<file path="src/verilog/out_div_pkg.sv">
`default_nettype none
package out_div_pkg;
  // ---------------------------------------------------------------
  // register map
  // ---------------------------------------------------------------
  localparam int         ADDR_W        = 8;
  localparam int         DATA_W        = 16;
  localparam logic [7:0] CTRL_OFS      = 8'h00;
  localparam logic [7:0] OUT_A_OFS     = 8'h04;
  localparam logic [7:0] OUT_B_OFS     = 8'h08;
  localparam logic [7:0] DIV_OFS       = 8'h0c;
  localparam logic [7:0] STATUS_OFS    = 8'h10;
  localparam logic [7:0] EVCOUNT_OFS   = 8'h14;

  // control register fields
  localparam int CAL_TRIG_BIT   = 0;
  localparam int PDOWN_BIT      = 1;
  localparam int ALIGN_MODE_BIT = 2;

  // output register fields
  localparam int LEVEL_LSB   = 0;
  localparam int LEVEL_W     = 6;
  localparam int OUT_DIS_BIT = 6;
  localparam int SRC_LSB     = 7;

  // divider register fields
  localparam int SEL_LSB      = 0;
  localparam int SEL_W        = 5;
  localparam int PIN_MASK_BIT = 5;

  // status register fields
  localparam int ST_DIV_PWR_BIT = 0;
  localparam int ST_VALID_BIT   = 1;
  localparam int ST_ACTIVE_BIT  = 2;
  localparam int ST_RECAL_BIT   = 3;
  localparam int ST_ALIGNED_BIT = 4;
  localparam int ST_EXTRA_LSB   = 5;
  localparam int ST_TOTAL_LSB   = 8;

  // output source encodings
  typedef enum logic [1:0] {SRC_DIVIDER, SRC_VCO, SRC_FRAME_REF, SRC_NONE} source_t;

  // reset values
  localparam logic [15:0] CTRL_RST  = 16'h0000;
  localparam logic [15:0] OUT_RST   = 16'h009f; // source vco, level 31
  localparam logic [15:0] DIV_RST   = 16'h0020; // select 0, pin masked

  // divider decode
  localparam logic [4:0] SEL_LAST_VALID = 5'h0c;
  localparam logic [7:0] TOTAL_24       = 8'h18;
  localparam logic [7:0] TOTAL_192      = 8'hc0;
  localparam logic [2:0] EXTRA_ONE      = 3'h1;
  localparam logic [2:0] EXTRA_FOUR     = 3'h4;
  localparam logic [2:0] EXTRA_SIX      = 3'h6;

  // phase settling time after an alignment event
  localparam int SETTLE_NS     = 1000;
  localparam int CLK_PERIOD_NS = 10;
  localparam int SETTLE_CYCLES = (SETTLE_NS + CLK_PERIOD_NS - 1) / CLK_PERIOD_NS;
endpackage
`default_nettype wire

</file>
<file path="src/verilog/divide_stage_decode.sv">
`timescale 1ns/1ns
`default_nettype none
module divide_stage_decode
  import out_div_pkg::*;
(
  input  wire logic [4:0] divider_select,       // 5-bit divider code
  output logic      [1:0] divide_stage_first,   // always 2
  output logic      [1:0] divide_stage_second,  // 1, 2 or 3
  output logic      [3:0] divide_stage_third,   // 1 to 8
  output logic      [2:0] divide_stage_fourth,  // 1 to 4
  output logic      [7:0] divide_total,         // product of the stages
  output logic            select_valid          // code in 0..12
);
  // ---------------------------------------------------------------
  // segment table
  // ---------------------------------------------------------------
  logic [7:0] prod;

  always_comb
  begin
    divide_stage_first  = 2'd2;
    divide_stage_second = 2'd2;
    divide_stage_third  = 4'd1;
    divide_stage_fourth = 3'd1;
    select_valid        = 1'b1;
    // [RL2] code to segment decode
    case (divider_select)
      5'h00: divide_stage_second = 2'd1;
      5'h01: ;
      5'h02: divide_stage_second = 2'd3;
      5'h03: divide_stage_third  = 4'd2;
      5'h04: begin divide_stage_second = 2'd3; divide_stage_third = 4'd2; end
      5'h05: divide_stage_third  = 4'd4;
      5'h06: begin divide_stage_second = 2'd3; divide_stage_third = 4'd4; end
      5'h07: divide_stage_third  = 4'd8;
      5'h08: begin divide_stage_second = 2'd3; divide_stage_third = 4'd8; end
      5'h09: begin divide_stage_third = 4'd8; divide_stage_fourth = 3'd2; end
      5'h0a:
      begin
        divide_stage_second = 2'd3;
        divide_stage_third  = 4'd8;
        divide_stage_fourth = 3'd2;
      end
      5'h0b: begin divide_stage_third = 4'd8; divide_stage_fourth = 3'd4; end
      5'h0c:
      begin
        divide_stage_second = 2'd3;
        divide_stage_third  = 4'd8;
        divide_stage_fourth = 3'd4;
      end
      default:
      begin
        // invalid codes keep the smallest ratio rather than garbage
        divide_stage_second = 2'd1;
        select_valid        = 1'b0;
      end
    endcase
  end

  // [RL1] total is the stage product
  always_comb
  begin
    prod = 8'(divide_stage_first * divide_stage_second * divide_stage_third
              * divide_stage_fourth);
    divide_total = prod;
  end
endmodule // divide_stage_decode
`default_nettype wire

</file>
<file path="src/verilog/output_divider_and_phase_align.sv">
`timescale 1ns/1ns
`default_nettype none
// Contract
// [RL1] divider is four cascaded stages, total equals their product
// [RL2] decode 5-bit select per table; codes 13 to 31 invalid
// [RL3] host picks totals of 32 or more only at low oscillator rates
// [RL4] divider powered when A selects divider or B divider/frame-ref
// [RL5] host routes unused outputs to the oscillator source
// [RL6] output level or disable changes never disturb lock
// [RL7] host limits level to 31 (5-10 GHz) or 20 (above)
// [RL8] power-down by enable pin or power-down bit
// [RL9] host rewrites control with calibrate trigger after power-up
// [RL10] sync request registered on next reference rising edge
// [RL11] phase becomes deterministic after a settling interval
// [RL12] align mode, both outputs vco: extra feedback divide 1
// [RL13] else extra divide 6 if total divisible by 3, not 24/192; else 4
// [RL14] host may sync in software by raising align mode bit
// [RL15] each control write with calibrate trigger starts calibration
// [RL16] host masks the sync pin when align mode is off
// [RL17] one alignment event per sync pin rising edge on reference clock
module output_divider_and_phase_align
  import out_div_pkg::*;
#(
  parameter int SETTLE = SETTLE_CYCLES                // settle count after alignment
)(
  input  wire logic                      sys_clk,      // 100 MHz system clock
  input  wire logic                      resetn,       // async reset, active low
  input  wire logic [out_div_pkg::ADDR_W-1:0] reg_addr, // register byte address
  input  wire logic [out_div_pkg::DATA_W-1:0] reg_wdata, // register write data
  input  wire logic                      reg_wr,       // write strobe
  input  wire logic                      reg_rd,       // read strobe
  output logic [out_div_pkg::DATA_W-1:0] reg_rdata,    // read data, cycle after strobe
  input  wire logic                      enable_pin,   // chip enable pin, high = on
  input  wire logic                      sync_pin,     // synchronization request pin
  input  wire logic                      reference_clock_in, // reference oscillator
  output logic                           device_active, // not powered down
  output logic                           divider_powered, // output divider power
  output logic [4:0]                     divider_select,  // current select code
  output logic [7:0]                     divide_total,    // decoded total
  output logic                           select_valid,    // select code legal
  output logic [2:0]                     feedback_extra_divide, // 1, 4 or 6
  output logic [5:0]                     output_a_level,  // output A level
  output logic                           output_a_on,     // output A enabled
  output logic [5:0]                     output_b_level,  // output B level
  output logic                           output_b_on,     // output B enabled
  output logic                           calibrate_start, // one-cycle pulse
  output logic                           align_event,     // one-cycle pulse
  output logic                           phase_aligned    // phase settled
);
  // ---------------------------------------------------------------
  // registers
  // ---------------------------------------------------------------
  logic [15:0] ctrl_q, out_a_q, out_b_q, div_q;
  logic [15:0] rdata_q;
  logic        cal_q, recal_need_q, active_q, act_prev_q;
  logic [1:0]  first_s;
  logic [1:0]  second_s;
  logic [3:0]  third_s;
  logic [2:0]  fourth_s;
  logic [7:0]  total_s;
  logic        valid_s;
  logic [2:0]  extra_d;
  logic        div_pwr_d;
  logic        ref_s1_q, ref_s2_q, ref_s3_q;
  logic        sync_s1_q, sync_s2_q, sync_smp_q;
  logic        pin_event_q, sw_event_q;
  logic [7:0]  event_count_q;
  logic [15:0] settle_q;
  logic        aligned_q;

  wire logic   wr_ctrl   = reg_wr && (reg_addr == CTRL_OFS);
  wire logic   align_on  = ctrl_q[ALIGN_MODE_BIT];
  wire logic   ref_rise  = ref_s2_q && !ref_s3_q;
  wire source_t src_a    = source_t'(out_a_q[SRC_LSB +: 2]);
  wire source_t src_b    = source_t'(out_b_q[SRC_LSB +: 2]);

  always_ff @(posedge sys_clk or negedge resetn)
  begin
    if (!resetn)
    begin
      ctrl_q  <= CTRL_RST;
      out_a_q <= OUT_RST;
      out_b_q <= OUT_RST;
      div_q   <= DIV_RST;
    end
    else if (reg_wr)
    begin
      // [RL6] output writes only touch output fields
      case (reg_addr)
        CTRL_OFS:  ctrl_q  <= reg_wdata;
        OUT_A_OFS: out_a_q <= reg_wdata;
        OUT_B_OFS: out_b_q <= reg_wdata;
        DIV_OFS:   div_q   <= reg_wdata;
        default:   ;
      endcase
    end
  end

  // ---------------------------------------------------------------
  // calibration and power
  // ---------------------------------------------------------------
  // [RL15] calibration pulse on trigger write
  always_ff @(posedge sys_clk or negedge resetn)
  begin
    if (!resetn)
      cal_q <= 1'b0;
    else
      cal_q <= wr_ctrl && reg_wdata[CAL_TRIG_BIT];
  end

  logic en_s1_q, en_s2_q;
  always_ff @(posedge sys_clk or negedge resetn)
  begin
    if (!resetn)
    begin
      en_s1_q    <= 1'b0;
      en_s2_q    <= 1'b0;
      active_q   <= 1'b0;
      act_prev_q <= 1'b0;
    end
    else
    begin
      en_s1_q    <= enable_pin;
      en_s2_q    <= en_s1_q;
      // [RL8] pin or bit powers down
      active_q   <= en_s2_q && !ctrl_q[PDOWN_BIT];
      act_prev_q <= active_q;
    end
  end

  // leaving power-down leaves the loop uncalibrated until software retriggers;
  // a wake-up in the same cycle as the calibrate pulse still flags the need
  always_ff @(posedge sys_clk or negedge resetn)
  begin
    if (!resetn)
      recal_need_q <= 1'b0;
    else if (active_q && !act_prev_q)
      recal_need_q <= 1'b1;
    else if (cal_q)
      recal_need_q <= 1'b0;
  end

  // ---------------------------------------------------------------
  // divider decode and feedback divide
  // ---------------------------------------------------------------
  divide_stage_decode u_decode (
    .divider_select      (div_q[SEL_LSB +: SEL_W]),
    .divide_stage_first  (first_s),
    .divide_stage_second (second_s),
    .divide_stage_third  (third_s),
    .divide_stage_fourth (fourth_s),
    .divide_total        (total_s),
    .select_valid        (valid_s)
  );

  always_comb
  begin
    // [RL4] divider power from the two sources
    div_pwr_d = (src_a == SRC_DIVIDER) || (src_b == SRC_DIVIDER)
                || (src_b == SRC_FRAME_REF);
    extra_d = EXTRA_ONE;
    if (align_on && !(src_a == SRC_VCO && src_b == SRC_VCO))
    begin
      // [RL13] six or four by total
      if (valid_s && (total_s % 8'd3 == 8'd0) && total_s != TOTAL_24
          && total_s != TOTAL_192)
        extra_d = EXTRA_SIX;
      else
        extra_d = EXTRA_FOUR;
    end
  end

  // ---------------------------------------------------------------
  // sync capture
  // ---------------------------------------------------------------
  always_ff @(posedge sys_clk or negedge resetn)
  begin
    if (!resetn)
    begin
      ref_s1_q  <= 1'b0;
      ref_s2_q  <= 1'b0;
      ref_s3_q  <= 1'b0;
      sync_s1_q <= 1'b0;
      sync_s2_q <= 1'b0;
    end
    else
    begin
      ref_s1_q  <= reference_clock_in;
      ref_s2_q  <= ref_s1_q;
      ref_s3_q  <= ref_s2_q;
      sync_s1_q <= sync_pin;
      sync_s2_q <= sync_s1_q;
    end
  end

  // sync level is only looked at on reference edges, so a pulse shorter
  // than one reference period can be missed
  always_ff @(posedge sys_clk or negedge resetn)
  begin
    if (!resetn)
    begin
      sync_smp_q  <= 1'b0;
      pin_event_q <= 1'b0;
    end
    else
    begin
      // [RL10] request taken on reference edge
      if (ref_rise)
        sync_smp_q <= sync_s2_q;
      // [RL17] one event per sampled edge
      pin_event_q <= ref_rise && sync_s2_q && !sync_smp_q && align_on
                     && !div_q[PIN_MASK_BIT];
    end
  end

  always_ff @(posedge sys_clk or negedge resetn)
  begin
    if (!resetn)
      sw_event_q <= 1'b0;
    else
      sw_event_q <= wr_ctrl && reg_wdata[ALIGN_MODE_BIT] && !align_on;
  end

  // [RL11] settle before phase is deterministic
  always_ff @(posedge sys_clk or negedge resetn)
  begin
    if (!resetn)
    begin
      settle_q      <= 16'h0000;
      aligned_q     <= 1'b0;
      event_count_q <= 8'h00;
    end
    else if (pin_event_q || sw_event_q)
    begin
      settle_q      <= 16'(SETTLE);
      aligned_q     <= 1'b0;
      event_count_q <= event_count_q + 8'h01;
    end
    else if (cal_q)
      settle_q <= 16'(SETTLE);
    else if (settle_q != 16'h0000)
    begin
      settle_q <= settle_q - 16'h0001;
      if (settle_q == 16'h0001)
        aligned_q <= align_on;
    end
    else if (!align_on)
      aligned_q <= 1'b0;
  end

  // ---------------------------------------------------------------
  // outputs
  // ---------------------------------------------------------------
  always_ff @(posedge sys_clk or negedge resetn)
  begin
    if (!resetn)
    begin
      divider_powered       <= 1'b0;
      feedback_extra_divide <= EXTRA_ONE;
    end
    else
    begin
      divider_powered       <= div_pwr_d;
      // [RL12] vco-only keeps divide of one
      feedback_extra_divide <= extra_d;
    end
  end

  always_ff @(posedge sys_clk or negedge resetn)
  begin
    if (!resetn)
      rdata_q <= 16'h0000;
    else if (reg_rd)
    begin
      case (reg_addr)
        CTRL_OFS:    rdata_q <= ctrl_q;
        OUT_A_OFS:   rdata_q <= out_a_q;
        OUT_B_OFS:   rdata_q <= out_b_q;
        DIV_OFS:     rdata_q <= div_q;
        STATUS_OFS:  rdata_q <= {total_s, feedback_extra_divide, aligned_q, recal_need_q,
                                 active_q, valid_s, divider_powered};
        EVCOUNT_OFS: rdata_q <= {8'h00, event_count_q};
        default:     rdata_q <= 16'h0000;
      endcase
    end
    else
      rdata_q <= 16'h0000;
  end

  assign reg_rdata       = rdata_q;
  assign device_active   = active_q;
  assign divider_select  = div_q[SEL_LSB +: SEL_W];
  assign divide_total    = total_s;
  assign select_valid    = valid_s;
  assign output_a_level  = out_a_q[LEVEL_LSB +: LEVEL_W];
  assign output_a_on     = !out_a_q[OUT_DIS_BIT];
  assign output_b_level  = out_b_q[LEVEL_LSB +: LEVEL_W];
  assign output_b_on     = !out_b_q[OUT_DIS_BIT];
  assign calibrate_start = cal_q;
  assign align_event     = pin_event_q || sw_event_q;
  assign phase_aligned   = aligned_q;

  // ---------------------------------------------------------------
  // checks
  // ---------------------------------------------------------------
  stage_product_a: assert property (@(posedge sys_clk) disable iff (!resetn) // [RL1]
    divide_total == 8'(first_s * second_s * third_s * fourth_s))
    else $error("total differs from stage product");
  invalid_code_a: assert property (@(posedge sys_clk) disable iff (!resetn) // [RL2]
    (divider_select > SEL_LAST_VALID) |-> !select_valid)
    else $error("invalid select reported valid");
  div_power_a: assert property (@(posedge sys_clk) disable iff (!resetn) // [RL4]
    (src_a == SRC_VCO && src_b == SRC_VCO) |=> !divider_powered)
    else $error("divider powered with vco sources");
  level_no_cal_a: assert property (@(posedge sys_clk) disable iff (!resetn) // [RL6]
    (reg_wr && (reg_addr == OUT_A_OFS || reg_addr == OUT_B_OFS)) |=> !calibrate_start)
    else $error("output write started calibration");
  pin_down_a: assert property (@(posedge sys_clk) disable iff (!resetn) // [RL8]
    !enable_pin [*3] |=> !device_active)
    else $error("device active with enable pin low");
  pin_on_ref_a: assert property (@(posedge sys_clk) disable iff (!resetn) // [RL10]
    pin_event_q |-> $past(ref_rise))
    else $error("pin event not on reference edge");
  settle_wait_a: assert property (@(posedge sys_clk) disable iff (!resetn) // [RL11]
    align_event |=> !phase_aligned [*2])
    else $error("aligned too soon after event");
  vco_extra_a: assert property (@(posedge sys_clk) disable iff (!resetn) // [RL12]
    (align_on && src_a == SRC_VCO && src_b == SRC_VCO) |=> feedback_extra_divide == EXTRA_ONE)
    else $error("extra divide not one for vco");
  six_extra_a: assert property (@(posedge sys_clk) disable iff (!resetn) // [RL13]
    (align_on && src_a == SRC_DIVIDER && valid_s && total_s == 8'h0c)
      |=> feedback_extra_divide == EXTRA_SIX)
    else $error("extra divide not six");
  cal_pulse_a: assert property (@(posedge sys_clk) disable iff (!resetn) // [RL15]
    (wr_ctrl && reg_wdata[CAL_TRIG_BIT]) |=> calibrate_start
      ##1 (calibrate_start == $past(wr_ctrl && reg_wdata[CAL_TRIG_BIT])))
    else $error("calibration pulse wrong");
  one_event_a: assert property (@(posedge sys_clk) disable iff (!resetn) // [RL17]
    pin_event_q |=> !pin_event_q)
    else $error("double event per edge");
endmodule // output_divider_and_phase_align
`default_nettype wire

</file>
<file path="config.mk">
export PLATFORM = sky130hd
export DESIGN_NAME = output_divider_and_phase_align
export DESIGN_NICKNAME = d
export VERILOG_FILES = /design/src/verilog/out_div_pkg.sv /design/src/verilog/divide_stage_decode.sv /design/src/verilog/output_divider_and_phase_align.sv
export SDC_FILE = /design/constraint.sdc
export NUM_CORES = 1
export LEC_CHECK = 0
export BUFFER_PORTS_ARGS = -buffer_cell sky130_fd_sc_hd__buf_2
export CORE_MARGIN = 5
export CORE_UTILIZATION = 58
export CTS_CLUSTER_DIAMETER = 80
export CTS_CLUSTER_SIZE = 28
export DETAILED_ROUTE_END_ITERATION = 7
export GPL_ROUTABILITY_DRIVEN = 0
export PLACE_DENSITY = 0.8
export SETUP_SLACK_MARGIN = 0.15
export SYNTH_ARGS = -nofsm -noshare
export SYNTH_HDL_FRONTEND = slang
export SYNTH_SLANG_ARGS = --single-unit
</file>
<file path="constraint.sdc">
create_clock -name sys_clk -period 13.9 [get_ports sys_clk]
set_clock_uncertainty 0.1 [all_clocks]
set_input_delay 2.085 -clock sys_clk [delete_from_list [all_inputs] [get_ports sys_clk]]
set_output_delay 2.085 -clock sys_clk [all_outputs]
set_load 0.01 [all_outputs]
</file>
==> impl_metrics.ini <==
[timing]
hold_viol = 0
drv_slew = 0
slew-limit-headroom = 0.309
fin_ws_ns = 6.49
fmax_ghz = 0.135
fin_crit_ns = 7.41
worst_pin_slew_ns = 1.04
min_period_over_period = 0.533
final.setup.tns_ns = 0
rsz0062_at_grt = false
setup_viol = 0

[worst_hold_path]
holdPathEnd = ref_s2_q$_DFF_PN0_
min-delay-start = ref_s1_q$_DFF_PN0_
hold_class = reg -> reg
min_path_cells = 0

[worst_setup_path]
cp.arrival_ns = 5.22
cp_cell_sequence = or2_4 -> mux2_4 -> nor3_1 -> ha_1 -> a21o_1 -> a21oi_1 -> nor3b_1 -> a21oi_1 -> nor2_1 -> fa_1 -> inv_1 -> ha_1 -> xnor2_1 -> clkinv_1 -> buf_2
critical-path-max-stage-delay_ns = 0.67
end_kind = output port
reg2reg_slack_ns = 6.56
rr_endpoint = feedback_extra_divide[1]$_DFF_PN0_
required_ns = 11.72
startpoint_type = flip-flop
timing.rr.start = div_q[1]$_DFFE_PN0P_
critPathBufInv = 3
path_delay_family = adder cells
path_max_fanout = 12
worst-r2r-cell-count = 25
critical_path_class = reg -> out
crit_path_top_delay_cell = xnor2_1

[drt]
drt-met1-wl_mm = 6.11
wl_mm = 15.6
drt-initial-drc-count = 453
wl_met2_mm = 7.73
drt_first_pass_iters = 5
num_vias = 4995
via_per_inst = 6.24
met3WireLength_mm = 1.43
drc = 0
wire_per_inst_um = 19.4
ant_nets = 0
highest_layer = met5

[clock_network]
holdBufCountCts = 0
clockBufferDepth = 2
post-cts-setup-buffer-count = 0
cts-resized-gates = 0
cts.clk_slew.worst_paths_ns = 0.05
htreeDepth = 4
cts_tree = built
cts_made_buffers = 17
root_buffer = clkbuf_8
numClockSinks = 123
insertion_delay_ns = 0.52

[final_layout]
area_growth_pct = 15.4
drive_gt1_frac = 0.323
num-nets-final = 697
final_core_util = 0.686
antennaDiodeCount = 0

[synth]
ys_seq_area_frac = 0.478
synth.most_common_cell = dfrtp_1
synth_edf_count = 0
yosysWarningCount = 0
syn_inst = 588
ys_types = 66
yosys.area.top_type_share = 0.421
ys_seq_elements = 123
synth_area_leader_cell = dfrtp_1
synth_area_leaders = dfrtp_1 42%, mux2_2 12%, dfstp_2 5.7%, a221oi_1 3.9%, nor2_1 3.1%
netlist_area_um2 = 6470
synth_flop_cell = dfrtp_1
async_flop_share = 1.00
synth.avg_cell_area_um2 = 11.0
synthTopCellsByCount = 109 x dfrtp_1, 68 x mux2_2, 54 x nor2_1

[placed_design]
post-place-ws_ns = 6.66
hpwl_mm = 10.8
io_buffers = 81

[global_routing]
globalRouteOverflowTotal = 0
grt_pass1_vias = 5115
antenna_found_initial = 1
grt_pass1_wl_mm = 25.6
grt_max_degree = 85
grt_usage = 0.247

[pwr]
power_density_nw_per_um2 = 140
ir_worst_vdd_mv = 0.0954
p_leak_nw = 3.56

[floorplan]
core_um2 = 10900
die_w_um = 116
initial_core_util = 0.595
chipHeight_um = 116
rows = 38
io_pins = 83
die_area_um2 = 13400

[run_status]
status = finished, final reports clean

[job]
maxCapViolations = 0
-- layout by cell type, fill, tap and decap left out, drive strengths merged, types with 4 or more instances in the layout --
cell | synthesis | layout
nand2b | 6 | 6
ha | 13 | 13
nand3 | 15 | 15
clkbuf | 22 | 25
dfstp | 14 | 14
a222oi | 6 | 6
bufinv | 0 | 4
dfrtp | 109 | 109
or4 | 5 | 5
and3 | 6 | 6
nor3 | 17 | 17
buf | 25 | 86
nor2 | 54 | 54
or2 | 4 | 4
mux2i | 4 | 4
a221oi | 29 | 29
nor2b | 9 | 9
a21oi | 15 | 15
nand2 | 25 | 25
fa | 6 | 6
or3 | 8 | 8
xnor2 | 13 | 13
nor3b | 6 | 6
inv | 22 | 22
a211oi | 9 | 9
o21ai | 10 | 10
xor2 | 10 | 10
a21o | 6 | 6
and2 | 4 | 4
nor4 | 5 | 5
clkinv | 2 | 5
mux2 | 69 | 69
nand4 | 6 | 6
-- logic make-up (layout without fill, tap and decap cells) --
family / after synthesis / count (layout) / share of synthesized area
simple gates: 176 / 176 / 0.139
other cells: 2 / 3 / 0.00116
mux: 73 / 73 / 0.129
fa+ha+maj: 19 / 19 / 0.0437
buf+inv: 71 / 142 / 0.0547
xor+xnor: 23 / 23 / 0.0323
flops: 123 / 123 / 0.478
compound gates: 101 / 101 / 0.123
-- where the power goes --
part           leakage, nW  switching (W)  internal, W  total [W]
combinational         1.66      0.0000958    0.0000671   0.000163
clock                0.306       0.000149     0.000310   0.000459
sequential            1.59      0.0000315     0.000395   0.000427
-- per-layer routing --
| layer | vias to the layer above | GRT usage |
|---|---|---|
| met4 | 2 | 0.101 |
| met5 | - | 0 |
| met3 | 33 | 0.0705 |
| li1 | 2234 | - |
| met2 | 230 | 0.416 |
| met1 | 2496 | 0.299 |
-- flip-flops by register name (all words and copies together) (netlist names), 3 cells and up --
name / flops
div_q: 16
ctrl_q: 16
settle_q: 16
out_b_q: 16
feedback_extra_divide: 3
event_count_q: 8
out_a_q: 16
reg_rdata: 16
-- stage by stage --
stage | std cells | total power, W | hold WS, ns | area [um2]
after floorplan | 589 | 0.000542 | 0.231 | 6480
after global placement | 768 | 0.000581 | 0.234 | 6850
final | 800 | 0.00105 | 0.247 | 7470
after CTS | 800 | 0.00105 | 0.249 | 7470
after global routing | 800 | 0.00110 | 0.261 | 7470
after detailed placement | 768 | 0.000594 | 0.237 | 6850
-- area by class of cell --
cell class              instances  area [um2]
flip-flops and latches        123        3100
well taps                     140         175
repair buffers                 86         445
fillers                       787        3420
clock inverters                 7         135
clock buffers                  25         484
inverters                      24        90.1
multi-input cells             395        3040
-- worst max-delay path by stage --
stage               slack (ns)                                 end                  from  depth (start not counted)
finish                    6.49                     divide_total[5]  div_q[1]$_DFFE_PN0P_                         15
global route              6.12  feedback_extra_divide[1]$_DFF_PN0_  div_q[1]$_DFFE_PN0P_                         26
CTS                       6.49                     divide_total[5]  div_q[1]$_DFFE_PN0P_                         15
detailed placement        6.66  feedback_extra_divide[1]$_DFF_PN0_  div_q[1]$_DFFE_PN0P_                         25
global placement          7.09  feedback_extra_divide[1]$_DFF_PN0_  div_q[1]$_DFFE_PN0P_                         22
floorplan                 7.33  feedback_extra_divide[1]$_DFF_PN0_  div_q[0]$_DFFE_PN0P_                         26
No activity file was read; power rests on OpenSTA's default activity.
